$ cat src/design/dispbuf_pkg.sv
// Package: constants and carriers for the display buffer access block
package dispbuf_pkg;
    localparam int          ADDR_W          = 14;          // Display address width, 16k locations
    localparam logic [1:0]  MODE_INDEP      = 2'h0;        // Buffer mode encodings
    localparam logic [1:0]  MODE_TRANSP     = 2'h1;
    localparam logic [1:0]  MODE_SHARED     = 2'h2;
    localparam logic [1:0]  MODE_ROWBUF     = 2'h3;
    localparam int          BIT_INTERLACE   = 3;           // Control flag positions on the address bus
    localparam int          BIT_LINE_LO     = 4;
    localparam int          BIT_FIRST_LINE  = 6;
    localparam int          BIT_PEN_LINE    = 9;
    localparam int          BIT_UNDERSCORE  = 10;
    localparam int          BIT_BLINK       = 11;
    localparam int          BIT_ODD_FIELD   = 12;
    localparam int          BIT_FINAL_LINE  = 13;
    localparam logic [3:0]  PEN_LINE_BASE   = 4'h3;        // Pen line = 3 + 2*code
    localparam int          SETUP_NS        = 1000;        // Immediate execution setup time
    localparam int          CLK_NS          = 100;         // Clock period
    localparam int          SETUP_CYC       = (SETUP_NS + CLK_NS - 1) / CLK_NS;
    localparam logic        STROBE_IDLE     = 1'b1;        // Active-low strobes idle high
    localparam logic [ADDR_W-1:0] ADDR_RST  = 14'h0000;

    // Buffer commands
    typedef enum logic [2:0]
    {
        CMD_RD_PTR    = 3'h0,
        CMD_WR_PTR    = 3'h1,
        CMD_RD_CUR    = 3'h2,
        CMD_WR_CUR    = 3'h3,
        CMD_RD_CUR_I  = 3'h4,
        CMD_WR_CUR_I  = 3'h5,
        CMD_FILL      = 3'h6,
        CMD_NONE      = 3'h7
    } buf_cmd_t;

    // Per-line raster state from the timing section
    typedef struct packed
    {
        logic [3:0] scan_line_number;   // Line within row
        logic       row_first_line;     // Coming line is first of row
        logic       row_final_line;     // Coming line is last of row
        logic       odd_row;            // Current character row is odd
        logic       odd_field;          // Odd field in progress
        logic       vsync_pulse;        // One pulse per vertical sync
    } raster_t;

    // Configuration fields
    typedef struct packed
    {
        logic [1:0] buffer_mode;        // Independent, transparent, shared, row
        logic       interlace_en;       // Interlace on
        logic       sync_video;         // Interlaced sync-and-video format
        logic [1:0] pen_line_sel;       // Light pen line code
        logic [3:0] underscore_pos;     // Underline scan line
        logic       blink_slow;         // Blink 1/32 instead of 1/16
    } config_t;
endpackage

$ cat src/design/display_buffer_independent_access.sv
// Display address output and independent-mode buffer access sequencer
// Summary of operation
// - Drive fourteen-bit display address bus
// - Float address outputs depending on buffer mode
// - Multiplex line flags on bits 3-13 in blanking
// - Bit 3 carries interlace line parity
// - Bits 4, 5 and 7 carry scan line number bits 0, 1 and 3
// - Bit 6 flags first line of row
// - Bit 9 flags programmed light pen line
// - Bit 10 flags programmed underline line
// - Bit 11 blinks at divided vsync rate
// - Bit 12 flags odd field when interlaced
// - Bit 13 flags last line of row
// - Access at cursor or pointer address, or between them for fill
// - Transfers happen only during blanking
// - Write strobe low for one clock period
// - Chip select drops for one clock before each write
// - Accept pointer, cursor, increment and fill commands
// - Set done flag after each command; a fill sets it once at its end
// - Done pulse usable as ready interrupt source
// - Fill writes latch value cursor through pointer
// - Active-window commands other than fill wait; vblank or display-off ones run now
// - Fill forces blank until next retrace
// - Two-bit mode field selects configuration
// - Handshake pins become write, read, select
`timescale 1ns/1ps
module display_buffer_independent_access
#(
    parameter int SETUP_CYCLES = dispbuf_pkg::SETUP_CYC     // Immediate execution setup count
)
(
    input  wire logic                              CLK,
    input  wire logic                              RESET,
    input  wire dispbuf_pkg::config_t              CONFIG,          // Configuration fields
    input  wire dispbuf_pkg::raster_t              RASTER,          // Raster line state
    input  wire logic [dispbuf_pkg::ADDR_W-1:0]    REFRESH_ADDR,    // Address for active display
    input  wire logic                              HBLANK,          // Horizontal blanking
    input  wire logic                              VBLANK,          // Vertical blanking
    input  wire logic                              DISPLAY_OFF,     // Display commanded blank
    input  wire logic                              HRETRACE,        // Horizontal retrace pulse
    input  wire logic                              FLOAT_CMD,       // Float address command
    input  wire logic [dispbuf_pkg::ADDR_W-1:0]    CURSOR_ADDR,     // Cursor register value
    input  wire logic                              CURSOR_LOAD,     // Load cursor register
    input  wire logic [dispbuf_pkg::ADDR_W-1:0]    POINTER_ADDR,    // Pointer register value
    input  wire logic                              POINTER_LOAD,    // Load pointer register
    input  wire dispbuf_pkg::buf_cmd_t             CMD,             // Buffer command
    input  wire logic                              CMD_VALID,       // Command strobe
    output logic [dispbuf_pkg::ADDR_W-1:0]         DISPLAY_ADDR_BUS,
    output logic                                   DISPLAY_ADDR_OE, // High while bus driven
    output logic                                   BUFFER_WRITE_STROBE_N,
    output logic                                   BUFFER_READ_STROBE_N,
    output logic                                   BUFFER_CHIP_SELECT_N,
    output logic                                   LATCH_CAPTURE,   // Latch takes memory data
    output logic                                   BLANK,           // Blank output incl. forced
    output logic                                   TRANSFER_DONE_FLAG,
    output logic                                   READY_EVENT,     // One-cycle completion pulse
    output logic [dispbuf_pkg::ADDR_W-1:0]         CURSOR_Q         // Cursor register readback
);
    import dispbuf_pkg::*;

    // Elaboration check: the setup counter is four bits wide
    if (SETUP_CYCLES < 1 || SETUP_CYCLES > 15)
    begin : g_setup_chk
        $error("SETUP_CYCLES out of range");
    end

    // Sequencer states
    typedef enum logic [2:0]
    {
        ST_IDLE   = 3'h0,
        ST_WAIT   = 3'h1,
        ST_SETUP  = 3'h2,
        ST_DESEL  = 3'h3,
        ST_STROBE = 3'h4,
        ST_FINISH = 3'h5
    } seq_state_t;

    seq_state_t          state_r;          // Sequencer state
    buf_cmd_t            cmd_r;            // Command in progress
    logic [ADDR_W-1:0]   cursor_r;         // Cursor address register
    logic [ADDR_W-1:0]   pointer_r;        // Pointer address register
    logic [ADDR_W-1:0]   xfer_addr_r;      // Address of current transfer
    logic [3:0]          setup_cnt_r;      // Setup delay counter
    logic [4:0]          blink_div_r;      // Vertical sync divider
    logic                fill_blank_r;     // Forced blank during fill
    logic                fill_done_r;      // Fill finished, await retrace
    logic                in_blank;         // Any blanking in effect
    logic                is_write;         // Command writes memory
    logic                is_fill;          // Command is a block fill
    logic                independent;      // Independent mode selected
    logic [ADDR_W-1:0]   flags;            // Multiplexed control word
    logic [3:0]          pen_line;         // Programmed pen line

    assign independent = (CONFIG.buffer_mode == MODE_INDEP);
    assign in_blank    = HBLANK || VBLANK || DISPLAY_OFF || fill_blank_r;
    assign is_write    = (cmd_r == CMD_WR_PTR) || (cmd_r == CMD_WR_CUR) ||
                         (cmd_r == CMD_WR_CUR_I) || (cmd_r == CMD_FILL);
    assign is_fill     = (cmd_r == CMD_FILL);
    assign pen_line    = PEN_LINE_BASE + {1'b0, CONFIG.pen_line_sel, 1'b0};

    // Flags for the coming line
    always_comb
    begin
        flags = ADDR_RST;
        flags[BIT_LINE_LO +: 4] = RASTER.scan_line_number;
        if (CONFIG.interlace_en && CONFIG.sync_video)
        begin
            // Low for even row/even field or odd row/odd field
            flags[BIT_INTERLACE] = ~(RASTER.odd_row ^ ~RASTER.odd_field);
        end
        flags[BIT_FIRST_LINE] = RASTER.row_first_line;
        flags[BIT_PEN_LINE]   = (RASTER.scan_line_number == pen_line);
        flags[BIT_UNDERSCORE] = (RASTER.scan_line_number == CONFIG.underscore_pos);
        flags[BIT_BLINK]      = CONFIG.blink_slow ? blink_div_r[4] : blink_div_r[3];
        flags[BIT_ODD_FIELD]  = CONFIG.interlace_en && RASTER.odd_field;
        flags[BIT_FINAL_LINE] = RASTER.row_final_line;
    end

    // Blink divider counts vertical syncs
    always_ff @(posedge CLK or posedge RESET)
    begin
        if (RESET)
            blink_div_r <= 5'h00;
        else if (RASTER.vsync_pulse)
            blink_div_r <= blink_div_r + 5'h01;
    end

    // Pointer register, loaded by software
    always_ff @(posedge CLK or posedge RESET)
    begin
        if (RESET)
            pointer_r <= ADDR_RST;
        else if (POINTER_LOAD)
            pointer_r <= POINTER_ADDR;
    end

    // Cursor; software load beats increment
    always_ff @(posedge CLK or posedge RESET)
    begin
        if (RESET)
            cursor_r <= ADDR_RST;
        else if (CURSOR_LOAD)
            cursor_r <= CURSOR_ADDR;
        else if (state_r == ST_FINISH &&
                 (cmd_r == CMD_RD_CUR_I || cmd_r == CMD_WR_CUR_I))
            cursor_r <= cursor_r + 14'h0001;
    end

    // Command sequencer
    always_ff @(posedge CLK or posedge RESET)
    begin
        if (RESET)
        begin
            state_r     <= ST_IDLE;
            cmd_r       <= CMD_NONE;
            xfer_addr_r <= ADDR_RST;
            setup_cnt_r <= 4'h0;
        end
        else
        begin
            case (state_r)
                ST_IDLE:
                begin
                    // Commands outside independent mode are ignored
                    if (CMD_VALID && independent && CMD != CMD_NONE)
                    begin
                        cmd_r <= CMD;
                        // Cursor or pointer as named
                        xfer_addr_r <= (CMD == CMD_RD_PTR || CMD == CMD_WR_PTR) ?
                                       pointer_r : cursor_r;
                        setup_cnt_r <= SETUP_CYCLES[3:0];
                        // Vblank, display off or fill: run at once; else wait for next blank
                        if (VBLANK || DISPLAY_OFF || CMD == CMD_FILL)
                            state_r <= ST_SETUP;
                        else
                            state_r <= ST_WAIT;
                    end
                end
                ST_WAIT:
                begin
                    if (HBLANK || VBLANK || DISPLAY_OFF)
                    begin
                        setup_cnt_r <= 4'h1;
                        state_r     <= ST_SETUP;
                    end
                end
                ST_SETUP:
                begin
                    // About one microsecond of setup when run at once; one clock after ST_WAIT
                    if (setup_cnt_r <= 4'h1)
                        state_r <= is_write ? ST_DESEL : ST_STROBE;
                    else
                        setup_cnt_r <= setup_cnt_r - 4'h1;
                end
                ST_DESEL:
                    state_r <= ST_STROBE;
                ST_STROBE:
                begin
                    if (!in_blank)
                        state_r <= ST_WAIT;
                    else if (is_fill && xfer_addr_r != pointer_r)
                    begin
                        xfer_addr_r <= xfer_addr_r + 14'h0001;
                        state_r     <= ST_DESEL;
                    end
                    else
                        state_r <= ST_FINISH;
                end
                ST_FINISH:
                    state_r <= ST_IDLE;
                default:
                    state_r <= ST_IDLE;
            endcase
        end
    end

    // Strobes and chip select
    always_ff @(posedge CLK or posedge RESET)
    begin
        if (RESET)
        begin
            BUFFER_WRITE_STROBE_N <= STROBE_IDLE;
            BUFFER_READ_STROBE_N  <= STROBE_IDLE;
            BUFFER_CHIP_SELECT_N  <= STROBE_IDLE;
            LATCH_CAPTURE         <= 1'b0;
        end
        else
        begin
            // Next-state strobe: low exactly one period in ST_STROBE
            // Fill steps also pass through ST_DESEL, so one term serves both
            BUFFER_WRITE_STROBE_N <= ~(independent && is_write &&
                                     state_r == ST_DESEL);
            BUFFER_READ_STROBE_N  <= ~(independent && !is_write &&
                                     state_r == ST_SETUP && setup_cnt_r <= 4'h1);
            // Select idles active in independent mode, else held inactive
            BUFFER_CHIP_SELECT_N  <= ~independent ||
                                     (is_write && state_r == ST_SETUP && setup_cnt_r <= 4'h1) ||
                                     (is_write && state_r == ST_STROBE && is_fill &&
                                      in_blank && xfer_addr_r != pointer_r);
            LATCH_CAPTURE         <= (state_r == ST_STROBE) && !is_write;
        end
    end

    // Address bus source
    always_ff @(posedge CLK or posedge RESET)
    begin
        if (RESET)
        begin
            DISPLAY_ADDR_BUS <= ADDR_RST;
            DISPLAY_ADDR_OE  <= 1'b0;
        end
        else
        begin
            if (state_r == ST_SETUP || state_r == ST_DESEL || state_r == ST_STROBE)
                DISPLAY_ADDR_BUS <= xfer_addr_r;
            else if (in_blank)
                DISPLAY_ADDR_BUS <= flags;
            else
                DISPLAY_ADDR_BUS <= REFRESH_ADDR;
            // Floated on request or in row buffer mode
            DISPLAY_ADDR_OE  <= !(FLOAT_CMD || CONFIG.buffer_mode == MODE_ROWBUF);
        end
    end

    // Forced blank during fill
    always_ff @(posedge CLK or posedge RESET)
    begin
        if (RESET)
        begin
            fill_blank_r <= 1'b0;
            fill_done_r  <= 1'b0;
        end
        else if (state_r == ST_IDLE && CMD_VALID && independent && CMD == CMD_FILL)
        begin
            fill_blank_r <= 1'b1;
            fill_done_r  <= 1'b0;
        end
        else if (state_r == ST_FINISH && is_fill)
            fill_done_r <= 1'b1;
        else if (fill_done_r && HRETRACE)
        begin
            fill_blank_r <= 1'b0;
            fill_done_r  <= 1'b0;
        end
    end

    // Blank output and completion flag
    always_ff @(posedge CLK or posedge RESET)
    begin
        if (RESET)
        begin
            BLANK              <= 1'b1;
            TRANSFER_DONE_FLAG <= 1'b1;
            READY_EVENT        <= 1'b0;
            CURSOR_Q           <= ADDR_RST;
        end
        else
        begin
            BLANK       <= in_blank;
            READY_EVENT <= (state_r == ST_FINISH);
            CURSOR_Q    <= cursor_r;
            // Completion wins over a new command in the same cycle
            if (state_r == ST_FINISH)
                TRANSFER_DONE_FLAG <= 1'b1;
            else if (state_r == ST_IDLE && CMD_VALID && independent && CMD != CMD_NONE)
                TRANSFER_DONE_FLAG <= 1'b0;
        end
    end
endmodule

$ cat config.mk
export PLATFORM = sky130hd
export DESIGN_NAME = display_buffer_independent_access
export DESIGN_NICKNAME = d
export VERILOG_FILES = /design/src/design/dispbuf_pkg.sv /design/src/design/display_buffer_independent_access.sv
export SDC_FILE = /design/constraint.sdc
export NUM_CORES = 1
export LEC_CHECK = 0
export BUFFER_PORTS_ARGS = -buffer_cell sky130_fd_sc_hd__buf_2
export CELL_PAD_IN_SITES_DETAIL_PLACEMENT = 1
export CELL_PAD_IN_SITES_GLOBAL_PLACEMENT = 2
export CORE_ASPECT_RATIO = 1.5
export CORE_MARGIN = 5
export CORE_UTILIZATION = 34
export DETAILED_ROUTE_END_ITERATION = 16
export PLACE_DENSITY = 0.9
export SLEW_MARGIN = 25
export SYNTH_ARGS = -nofsm -noshare
export SYNTH_HDL_FRONTEND = slang
export SYNTH_SLANG_ARGS = --single-unit
$ cat constraint.sdc
create_clock -name CLK -period 3.7 [get_ports CLK]
set_input_delay 0.555 -clock CLK [delete_from_list [all_inputs] [get_ports CLK]]
set_output_delay 0.555 -clock CLK [all_outputs]
set_load 0.02 [all_outputs]
; ---- Word level (Yosys, flattened, before mapping)
; Cells that the tools add are included.
[classes]
n_addsub = 5
n_shift = 0
eq_ne = 24
mul = 0
muxes = 30
n_lt_le_gt_ge = 1
div = 0
bitwise = 6
reduce_logical = 55
[ops]
columns = operator, n
row1 = $mux 14, 8
row2 = $add 14x1->14 const B, 2
row3 = $pmux 14 s2, 1
row4 = $logic_and 1x1->1, 24
row5 = $eq 3x3->1 const B, 6
row6 = $mux 3, 6
row7 = $logic_or 1x1->1, 15
row8 = $pmux 3 s5, 1
row9 = $ne 14x14->1, 1
row10 = $ne 2x2->1 const B, 7
row11 = $mux 4, 3
row12 = $pmux 4 s3, 1
row13 = $eq 3x1->1 const B, 3
row14 = $eq 3x2->1 const B, 3
row15 = $mux 1, 9
row16 = $eq 4x4->1, 2
row17 = $reduce_and 4->1, 2
row18 = $reduce_bool 2->1, 4
row19 = $logic_not 3->1, 2
row20 = $reduce_bool 3->1, 2
row21 = $add 5x1->5 const B, 1
row22 = $not 1->1, 5
row23 = $add 2x3->4 const A, 1
row24 = $le 4x1->1 const B, 1
row25 = 9 further kinds, 11
[totals]
latchBits = 0
mem_bits_ro = 0
n_memories = 0
inputBits = 75
word_cells = 140
output_inout_bits = 36
register_bits = 95
ram_bits = 0

; ---- Depth between registers and ports, before layout
; Gate-level depths: netlist of the first run.
[logic_depth]
ltp_word = 9
depth_mapped = 9
mapped_depth_nobuf = 9

; ---- Worst setup path after synthesis of the first run
; No wires, ideal clock.
[synth_timing]
path_kind = input port to flip-flop
from = in CONFIG[10] (netlist name)
to = reg xfer_addr_r[1]
setup_slack_ns = 1.649
t_required_ns = 3.575
t_arrival_ns = 1.926
setup_ns = 0.125
cell_stages = 7
path_buffers = 2
path_cell_list = nor2_4 nand3_2 or4_1 buf_2 a21bo_1 buf_6 mux2_2
[synth_via]
elab_chain_len = 5
[synth_rtl]
columns = item, line
row1 = from (decl), display_buffer_independent_access.sv:34  ; input wire dispbuf_pkg::config_t CONFIG,
row2 = $logic_not 2->1, display_buffer_independent_access.sv:94  ; assign independent = (CONFIG.buffer_mode == MODE_INDEP);
row3 = $logic_and 1x1->1 (2 in a row), display_buffer_independent_access.sv:165  ; if (CMD_VALID && independent && CMD != CMD_NONE)
row4 = $ne 2x2->1 (no line), --
row5 = $reduce_and 4->1 (no line), --
row6 = to (signal assigned), display_buffer_independent_access.sv:169  ; xfer_addr_r <= (CMD == CMD_RD_PTR || CMD == CMD_WR_PTR) ?
row7 = to (signal assigned), display_buffer_independent_access.sv:203  ; xfer_addr_r <= xfer_addr_r + 14'h0001;
row8 = to (decl), display_buffer_independent_access.sv:82  ; logic [ADDR_W-1:0] xfer_addr_r;
; No other way between the ends.
; A chain may end at the register's enable or synchronous reset.

; ---- Final worst setup path of the first run
[layout_timing]
from = reg state_r[0]
to = reg xfer_addr_r[4]
[layout_via]
elab_chain_len = 3
elab_cells_between_ends = 8
classes_between = 4 x eq/ne / 1 x mux / 3 x reduce/logical
[layout_rtl]
columns = item, line
row1 = from (decl), display_buffer_independent_access.sv:78  ; seq_state_t state_r;
row2 = from (signal assigned), display_buffer_independent_access.sv:191  ; state_r <= is_write ? ST_DESEL : ST_STROBE;
row3 = $eq 3x3->1 or $logic_not 3->1 (tied branches), display_buffer_independent_access.sv:161  ; case (state_r)
row4 = $ne 2x2->1 (no line) or $reduce_bool 2->1 (tied branches), --
row5 = $reduce_and 4->1 (no line), --
; Several ways; a longest one is shown, not always the timed one.

==> implementation parameters, run 1 <==
Parameter                              Value

Clocking
  Clock Latency Late Sink ... 350 ps
  Number of buffers created by CTS ... 9
  CTS Hold Buffers Added ... 0
  Deepest clock path buffer count ... 2
  H-Tree Depth ... 3
  Root Driver ... clkbuf_16
  CTS tree ... done
  Buffer count from post-CTS setup fixing ... 0
  Post-cts gate resize count ... 0
  Clk sink count ... 95
  Clock edge transition at the registers on the reported setup and hold paths ... 70 ps

Pwr
  Power Density ... 667 nW/µm²
  Switching Share ... 37.7%
  Internal power summed over all cells ... 2.44 mW
  Leakage component of the power ... 2.55 nW
  Power share of the clock group ... 25.9%
  Net switching component of the power ... 1.48 mW
  Proportion of power drawn by combinational gates ... 31.5%
  Reg power frac ... 42.6%
  Peak supply drop ... 266 µV

STA
  Fmax ... 392 MHz
  Setup tns final ... 0 ps
  Final period util ... 68.9%
  Hold violation count in the final report ... 0
  Final worst hold slack ... 352 ps
  Slew headroom ... 43.1%
  Post-route minimum period ... 2550 ps
  Layout Skew ... 5.61 ps
  RSZ-0062 raised after global routing ... false
  Final setup viols ... 0
  Final Max Slew Viols ... 0
  Worst Tran Pin Value ... 853 ps

Placed design
  Number of buffer cells added on primary ports ... 110
  Placed cell area ... 5550 µm²
  Last weighted congestion value of the routability-driven placer ... 0.828
  Half-perimeter wire length after placement ... 10.7 mm

Yosys
  Share of synthesized cell area in full adder, half adder and majority cells ... 1.56%
  Post-Syn Instances ... 469
  Total of flip-flops plus latches after synthesis ... 95
  Complex-gate fraction of the synthesized area ... 15.0%
  Number of library cell types mapped by synthesis ... 58
  Yosys synthesis warning count ... 0
  Fraction of the yosys area taken by sequential cells ... 49.6%
  Simple logic cell fraction of the synthesized area ... 14.4%
  Post-synthesis xor/xnor area fraction ... 7.46%
  Average cell area after synthesis ... 10.3 µm²
  Multiplexer share of the synthesized area ... 8.63%
  Most common flop cell mapped by yosys ... dfrtp_1
  Share of synthesized flip-flops with an asynchronous set or reset ... 100%
  Largest family of logic cells by synthesized area ... compound AO/OA/AOI/OAI gates
  Mapped cell area ... 4820 µm²
  Count of flip-flops with a built-in enable after synthesis ... 0
  Synth Net Count ... 550

Finish
  Ant. Diodes ... 0
  Post-route cell area ... 5870 µm²
  Fraction of final layout cells with drive strength greater than 1 ... 33.7%
  Layout-stage area growth over the synthesis result ... 22.0%
  Commonest non-fill, non-tap cells in the layout ... buf_2, dfrtp_1, nand2_1, o21ai_0, mux2_2
  Nets ... 657
  Most common cell after layout, fill and taps aside ... buf_2

Critical path
  Crit Path Class ... reg -> reg
  CP endpoint kind ... flip-flop
  Total buffers and inverters traversed by the critical path ... 1
  Worst EP required ... 3960 ps
  Type of origin of the critical path ... flip-flop
  Delay of the slowest critical-path stage ... 550 ps
  Worst path arrival time ... 2810 ps
  Biggest fanout along the worst timing path ... 15
  Critical-path cell list ... or2_1 > or3_1 > nor3_1 > a21bo_1 > buf_4 > o21ai_1 > a22oi_1
  Cell family contributing the most delay on the critical path ... simple AND/OR/NAND/NOR gates
  Cell type of the slowest stage on the worst timing path ... dfrtp_1

Route
  Number of design rule violations left after detail routing ... 0
  Antenna-violating nets left ... 0
  Starting DRC count in detailed routing ... 170
  Total wirelength of the detailed-routed design ... 13.6 mm
  Via total after detailed routing ... 3,898
  Drt via density ... 5.04
  Drt pass-1 iters ... 4
  Average wire length per cell after detail routing ... 17.6 µm

Floorplanning
  Core Footprint ... 14,000 µm²
  Rows ... 53
  Height of the chip ... 156 µm
  Die area ... 16,700 µm²
  Number of top-level pins ... 111
  Initial core utilization ... 34.4%
  Die outline width ... 107 µm

GRT
  Number of global-route vias before repair ... 4,297
  Global-route wire length before repair ... 22.0 mm
  Total congestion overflow after global routing ... 0
  All-layer global routing usage ... 16.6%
  Initial antenna violation count ... 0
  Pin count of the biggest net entering global routing ... 51

Run
  Max-capacitance violation count ... 0

Min path
  Class of the tightest hold or removal check ... in -> async

Outcome
  Run status ... completed
-- stage by stage --
stage,std cells,setup WS (ps),util (%),power (mW)
after floorplan,469,681,-,2.49
after global routing,773,940,42.0,4.16
after detailed placement,757,997,39.7,2.93
final,773,1150,42.0,3.92
after global placement,757,1060,39.7,2.86
after CTS,773,1170,42.0,3.96
-- layer usage --
metal,vias to the layer above,routed length (µm),track usage [%]
met1,1903,5510,19.1
met4,0,299,6.89
li1,1875,-,-
met5,-,0,0
met2,100,7170,30.1
met3,20,617,2.73
-- flip-flops by register name, indices dropped and copies added, names as in the netlist, 3 cells and up --
| signal | count |
|---|---|
| CURSOR_Q | 14 |
| DISPLAY_ADDR_BUS | 14 |
| cursor_r | 14 |
| pointer_r | 14 |
| xfer_addr_r | 14 |
| blink_div_r | 5 |
| setup_cnt_r | 4 |
| cmd_r | 3 |
| state_r | 3 |
-- worst paths after layout --
| kind | start | depth (start not counted) | end | slack [ps] |
|---|---|---|---|---|
| hold / removal | RESET | 2 | pointer_r[4]$_DFFE_PP0P_ | 350 |
| setup reg to reg | state_r[0]$_DFFE_PP0P_ | 7 | xfer_addr_r[4]$_DFFE_PP0P_ | 1150 |
| max in group asynchronous | RESET | 3 | cursor_r[9]$_DFFE_PP0P_ | 2500 |
| min in group CLK | FLOAT_CMD | 2 | DISPLAY_ADDR_OE$_DFF_PP0_ | 360 |
| setup / recovery | state_r[0]$_DFFE_PP0P_ | 7 | xfer_addr_r[4]$_DFFE_PP0P_ | 1150 |
| hold reg to reg | cursor_r[13]$_DFFE_PP0P_ | 0 | CURSOR_Q[13]$_DFF_PP0_ | 450 |
-- synth_stat cells, types with 2 or more instances --
| library cell | count | share of area [%] |
|---|---|---|
| nor2_1 | 21 | 1.6 |
| nor4_1 | 6 | 0.78 |
| mux2_2 | 28 | 6.5 |
| dfrtp_1 | 87 | 45 |
| buf_2 | 5 | 0.52 |
| clkbuf_1 | 12 | 0.94 |
| nor3_1 | 10 | 1.0 |
| or3_1 | 4 | 0.52 |
| xnor2_1 | 14 | 2.5 |
| o21ai_0 | 44 | 4.6 |
| a22oi_1 | 3 | 0.47 |
| mux2i_1 | 10 | 2.1 |
| a22o_1 | 5 | 0.91 |
| and3_1 | 3 | 0.39 |
| o21ai_1 | 4 | 0.42 |
| a31oi_1 | 2 | 0.26 |
| ha_1 | 6 | 1.6 |
| nand2_1 | 57 | 4.4 |
| inv_2 | 2 | 0.16 |
| a21oi_1 | 21 | 2.2 |
| xor2_1 | 27 | 4.9 |
| or4_1 | 2 | 0.31 |
| a32oi_1 | 2 | 0.36 |
| a21oi_2 | 14 | 2.5 |
| o22ai_1 | 4 | 0.52 |
| inv_1 | 11 | 0.86 |
| nand3_1 | 10 | 1.0 |
| nand3_2 | 2 | 0.42 |
| nand2b_1 | 2 | 0.26 |
| and2_1 | 3 | 0.39 |
| nand4_1 | 13 | 1.7 |
| buf_1 | 2 | 0.16 |
| dfstp_2 | 8 | 4.4 |
-- cells by family (layout without fill, tap and decap cells) --
logic type | Yosys count | after routing
DFF | 95 | 95
AOI/OAI and AO/OA | 113 | 113
adders and majority gates | 6 | 6
buffers and inverters | 35 | 147
xor gates and xnor gates | 41 | 41
and+or+nand+nor | 141 | 141
muxes | 38 | 38
-- area by class of cell --
cell class                      count  area, µm²
Inverter                           13       50.0
Tap cell                          192        240
Multi-Input combinational cell    339       2260
Clock buffer                       10        229
Fill cell                        1632       8120
Clock inverter                      6       93.8
Sequential cell                    95       2390
Timing Repair Buffer              118        611
-- power by group through the flow --
stage	logic [mW]	registers (mW)	clock network, mW
after floorplan	0.826	1.67	0
after global placement	1.19	1.67	0
after detailed placement	1.24	1.69	0
after CTS	1.25	1.67	1.03
after global routing	1.37	1.72	1.08
final	1.23	1.67	1.02
-- worst register-to-register path: cells and delay by family, from the launching register on --
kind	cells	cell delay [ps]
AND/OR/NAND/NOR	3	850
AO/OA/AOI/OAI	3	780
buffers and inverters	1	290
flip-flops	1	550
Note: power is estimated with default switching activity, not from simulation.
==> run 2: changes to the inputs <==
--- a/config.mk
+++ b/config.mk
@@ -5,14 +5,15 @@
 export SDC_FILE = /design/constraint.sdc
 export NUM_CORES = 1
 export LEC_CHECK = 0
+export ABC_AREA = 1
 export BUFFER_PORTS_ARGS = -buffer_cell sky130_fd_sc_hd__buf_2
 export CELL_PAD_IN_SITES_DETAIL_PLACEMENT = 1
 export CELL_PAD_IN_SITES_GLOBAL_PLACEMENT = 2
 export CORE_ASPECT_RATIO = 1.5
 export CORE_MARGIN = 5
-export CORE_UTILIZATION = 34
+export CORE_UTILIZATION = 31
 export DETAILED_ROUTE_END_ITERATION = 16
-export PLACE_DENSITY = 0.9
+export PLACE_DENSITY = 0.89
 export SLEW_MARGIN = 25
 export SYNTH_ARGS = -nofsm -noshare
 export SYNTH_HDL_FRONTEND = slang
==> constraint.sdc (replaced) <==
create_clock -name CLK -period 2.42 [get_ports CLK]
set_input_delay 0.363 -clock CLK [delete_from_list [all_inputs] [get_ports CLK]]
set_output_delay 0.363 -clock CLK [all_outputs]
set_load 0.02 [all_outputs]
==> run 2 against run 1 <==
Clock skew is 0.52 ps lower. Total power is 60% higher. Global-route usage is 1.1 points higher. Maximum frequency is 33% higher. Sequential share of layout area is 1.5 points lower. Cell area is 3.8% higher. Die area is 12% higher. Highest routed layer unchanged.
==> implementation parameters, run 2 <==
Parameter                              Value

Yosys
  Leading post-synthesis cells by cell area ... dfrtp_1, nand2_1, nand3_1
  Mapped cell area ... 4980 µm² (+3.4%)
  Post-Syn Instances ... 635 (+35%)
  Share of synthesized flip-flops with an asynchronous set or reset ... 100% (unchanged)
  Synth Net Count ... 716 (+30%)
  Most numerous cell types in the synthesized netlist ... nand2_1, dfrtp_1, inv_1, nor2_1, nand3_1
  Post-synth top area cell ... dfrtp_1
  Leading cell type by number of instances after synthesis ... nand2_1
  Fraction of the yosys area taken by sequential cells ... 47.9% (-1.6 points)
  Area share of the leading cell type in the synthesized netlist ... 43.7% (-1.5 points)
  Most common flop cell mapped by yosys ... dfrtp_1
  Average cell area after synthesis ... 7.84 µm² (-24%)
  Yosys synthesis warning count ... 0 (unchanged)
  Number of library cell types mapped by synthesis ... 42 (-28%)
  Total of flip-flops plus latches after synthesis ... 95 (unchanged)
  Count of flip-flops with a built-in enable after synthesis ... 0 (unchanged)

Route
  Average wire length per cell after detail routing ... 17.0 µm (-3.3%)
  Drt via density ... 4.96 (-1.7%)
  Starting DRC count in detailed routing ... 136 (-20%)
  Antenna-violating nets left ... 0 (unchanged)
  Via total after detailed routing ... 4,733 (+21%)
  Number of design rule violations left after detail routing ... 0 (unchanged)
  Total wirelength of the detailed-routed design ... 16.2 mm (+19%)
  Drt pass-1 iters ... 4 (unchanged)

Critical path
  Crit Path Class ... reg -> reg
  Endpoint of the worst register-to-register path ... xfer_addr_r[10]$_DFFE_PP0P_
  Most frequent cell on the critical path ... nand2_1
  Cell type of the slowest stage on the worst timing path ... dfrtp_1
  Length in cells of the worst reg-to-reg path ... 9 (+2)
  Worst path arrival time ... 2200 ps (-610 ps)
  Critical-path cell list ... ha_1 > nand2_1 > nor2_1 > nand2_1 > o21ai_0 > nand2_1 > o22ai_1 > nand2_1 > nand2_1
  Biggest fanout along the worst timing path ... 6 (-9)
  CP endpoint kind ... flip-flop
  Worst EP required ... 2700 ps (-1260 ps)
  Type of origin of the critical path ... flip-flop
  Delay of the slowest critical-path stage ... 470 ps (-80 ps)
  Reg-to-reg startpoint ... xfer_addr_r[0]$_DFFE_PP0P_
  Flop-to-flop setup slack ... 510 ps (-640 ps)

Finish
  Fraction of final layout cells with drive strength greater than 1 ... 22.1% (-12 points)
  Nets ... 828 (+26%)
  Layout-stage area growth over the synthesis result ... 22.4%
  Finished Core Util ... 38.8% (-3.1 points)
  Commonest non-fill, non-tap cells in the layout ... nand2_1, buf_2, dfrtp_1, inv_1, nor2_1
  Post-route cell area ... 6100 µm² (+3.8%)
  Ant. Diodes ... 0 (unchanged)
  Most common cell after layout, fill and taps aside ... nand2_1

Floorplanning
  Number of top-level pins ... 111 (unchanged)
  Rows ... 56 (+5.7%)
  Die outline width ... 113 µm (+5.9%)
  Die area ... 18,800 µm² (+12%)
  Height of the chip ... 165 µm (+6.1%)
  Initial core utilization ... 31.7% (-2.7 points)
  Core Footprint ... 15,700 µm² (+12%)

GRT
  Initial antenna violation count ... 0 (unchanged)
  Pin count of the biggest net entering global routing ... 96 (+88%)
  Total congestion overflow after global routing ... 0 (unchanged)
  Global-route wire length before repair ... 26.4 mm (+20%)
  Number of global-route vias before repair ... 5,207 (+21%)
  All-layer global routing usage ... 17.7% (+1.1 points)

STA
  Fmax ... 523 MHz (+33%)
  Final Max Slew Viols ... 0 (unchanged)
  Post-route minimum period ... 1910 ps (-638 ps)
  Hold violation count in the final report ... 0 (unchanged)
  Setup tns final ... 0 ps (unchanged)
  RSZ-0062 raised after global routing ... false
  Layout Skew ... 5.09 ps (-0.520 ps)
  Final period util ... 79.0% (+10 points)
  Post-route worst setup slack ... 509 ps (-642 ps)
  Worst Tran Pin Value ... 666 ps (-187 ps)
  Slew headroom ... 55.5% (+12 points)
  Final setup viols ... 0 (unchanged)

Clocking
  Deepest clock path buffer count ... 2 (unchanged)
  CTS Hold Buffers Added ... 0 (unchanged)
  CTS tree ... done
  Post-cts gate resize count ... 0 (unchanged)
  Root Driver ... clkbuf_16
  Number of buffers created by CTS ... 9 (unchanged)
  Buffer count from post-CTS setup fixing ... 0 (unchanged)
  H-Tree Depth ... 3 (unchanged)
  Clk sink count ... 95 (unchanged)
  Clock edge transition at the registers on the reported setup and hold paths ... 70 ps (about the same)
  Clock Latency Late Sink ... 340 ps (about the same)

Placed design
  Placement-stage worst setup slack ... 550 ps (-446 ps)
  Placed cell area ... 5780 µm² (+4.0%)
  Number of buffer cells added on primary ports ... 110 (unchanged)
  Last weighted congestion value of the routability-driven placer ... 0.849 (+2.6%)
  Half-perimeter wire length after placement ... 12.4 mm (+16%)

Run
  Max-capacitance violation count ... 0 (unchanged)

Pwr
  Power Density ... 1030 nW/µm² (+54%)
  Leakage component of the power ... 3.03 nW (+19%)
  Peak supply drop ... 419 µV (+58%)

Min path
  Class of the tightest hold or removal check ... in -> async

Outcome
  Run status ... completed
==> run 2: kinds of logic (layout without fill, tap and decap cells) <==
kind of cell	Yosys count	count (layout)	share of synthesized area [%]
mux	1	1	0.226
simple gates	328	328	28.3
xor+xnor	22	22	3.87
flops	95	95	47.9
fa+ha+maj	6	6	1.51
compound gates	100	100	11.5
buf+inv	83	200	6.61
==> run 2: worst max path at each step <==
stage	from	to	slack, ps	cells after the start
floorplan	RESET	CURSOR_Q[0]$_DFF_PP0_	940	1
global placement	state_r[2]$_DFFE_PP0P_	DISPLAY_ADDR_BUS[12]$_DFF_PP0_	560	4
detailed placement	xfer_addr_r[0]$_DFFE_PP0P_	xfer_addr_r[10]$_DFFE_PP0P_	550	9
CTS	xfer_addr_r[0]$_DFFE_PP0P_	xfer_addr_r[10]$_DFFE_PP0P_	530	9
global route	setup_cnt_r[0]$_DFFE_PP0P_	setup_cnt_r[1]$_DFFE_PP0P_	250	8
finish	xfer_addr_r[0]$_DFFE_PP0P_	xfer_addr_r[10]$_DFFE_PP0P_	510	9
==> run 2: per-layer routing <==
layer,vias to the layer above,GRT usage (%),routed length [µm]
li1,2293,-,-
met1,2297,20.8,6640
met2,114,31.7,8350
met3,29,2.55,676
met4,0,8.15,579
met5,-,0,0
==> run 2: metrics by stage <==
| stage | hold WS (ps) | power (mW) | cells |
|---|---|---|---|
| 2_1_floorplan | 395 | 3.97 | 635 |
| 3_3_place_gp | 439 | 4.65 | 939 |
| 3_5_place_dp | 449 | 4.78 | 939 |
| 4_1_cts | 157 | 6.35 | 955 |
| 5_1_grt | 154 | 6.76 | 955 |
| 6_report | 134 | 6.28 | 955 |
==> run 2: cell type report <==
class / instances / area [µm²]
Fill cell: 1982 / 9600
Sequential cell: 95 / 2390
Multi-Input combinational cell: 457 / 2270
Timing Repair Buffer: 117 / 616
Inverter: 67 / 255
Tap cell: 203 / 254
Clock buffer: 11 / 233
Clock inverter: 5 / 81.3
==> run 2: power by group <==
group | leakage (nW) | internal (mW) | total (mW) | switching (mW)
sequential | 1.15 | 2.05 | 2.45 | 0.399
clock | 0.150 | 0.909 | 1.53 | 0.622
combinational | 1.73 | 0.770 | 2.29 | 1.52
total | 3.03 | 3.73 | 6.28 | 2.55
==> run 2: critical path, delay by kind of cell (launching register included) <==
family / cells / cell delay [ps]
adders and majority gates: 1 / 210
DFF: 1 / 470
and+or+nand+nor: 6 / 890
AOI/OAI and AO/OA: 2 / 300
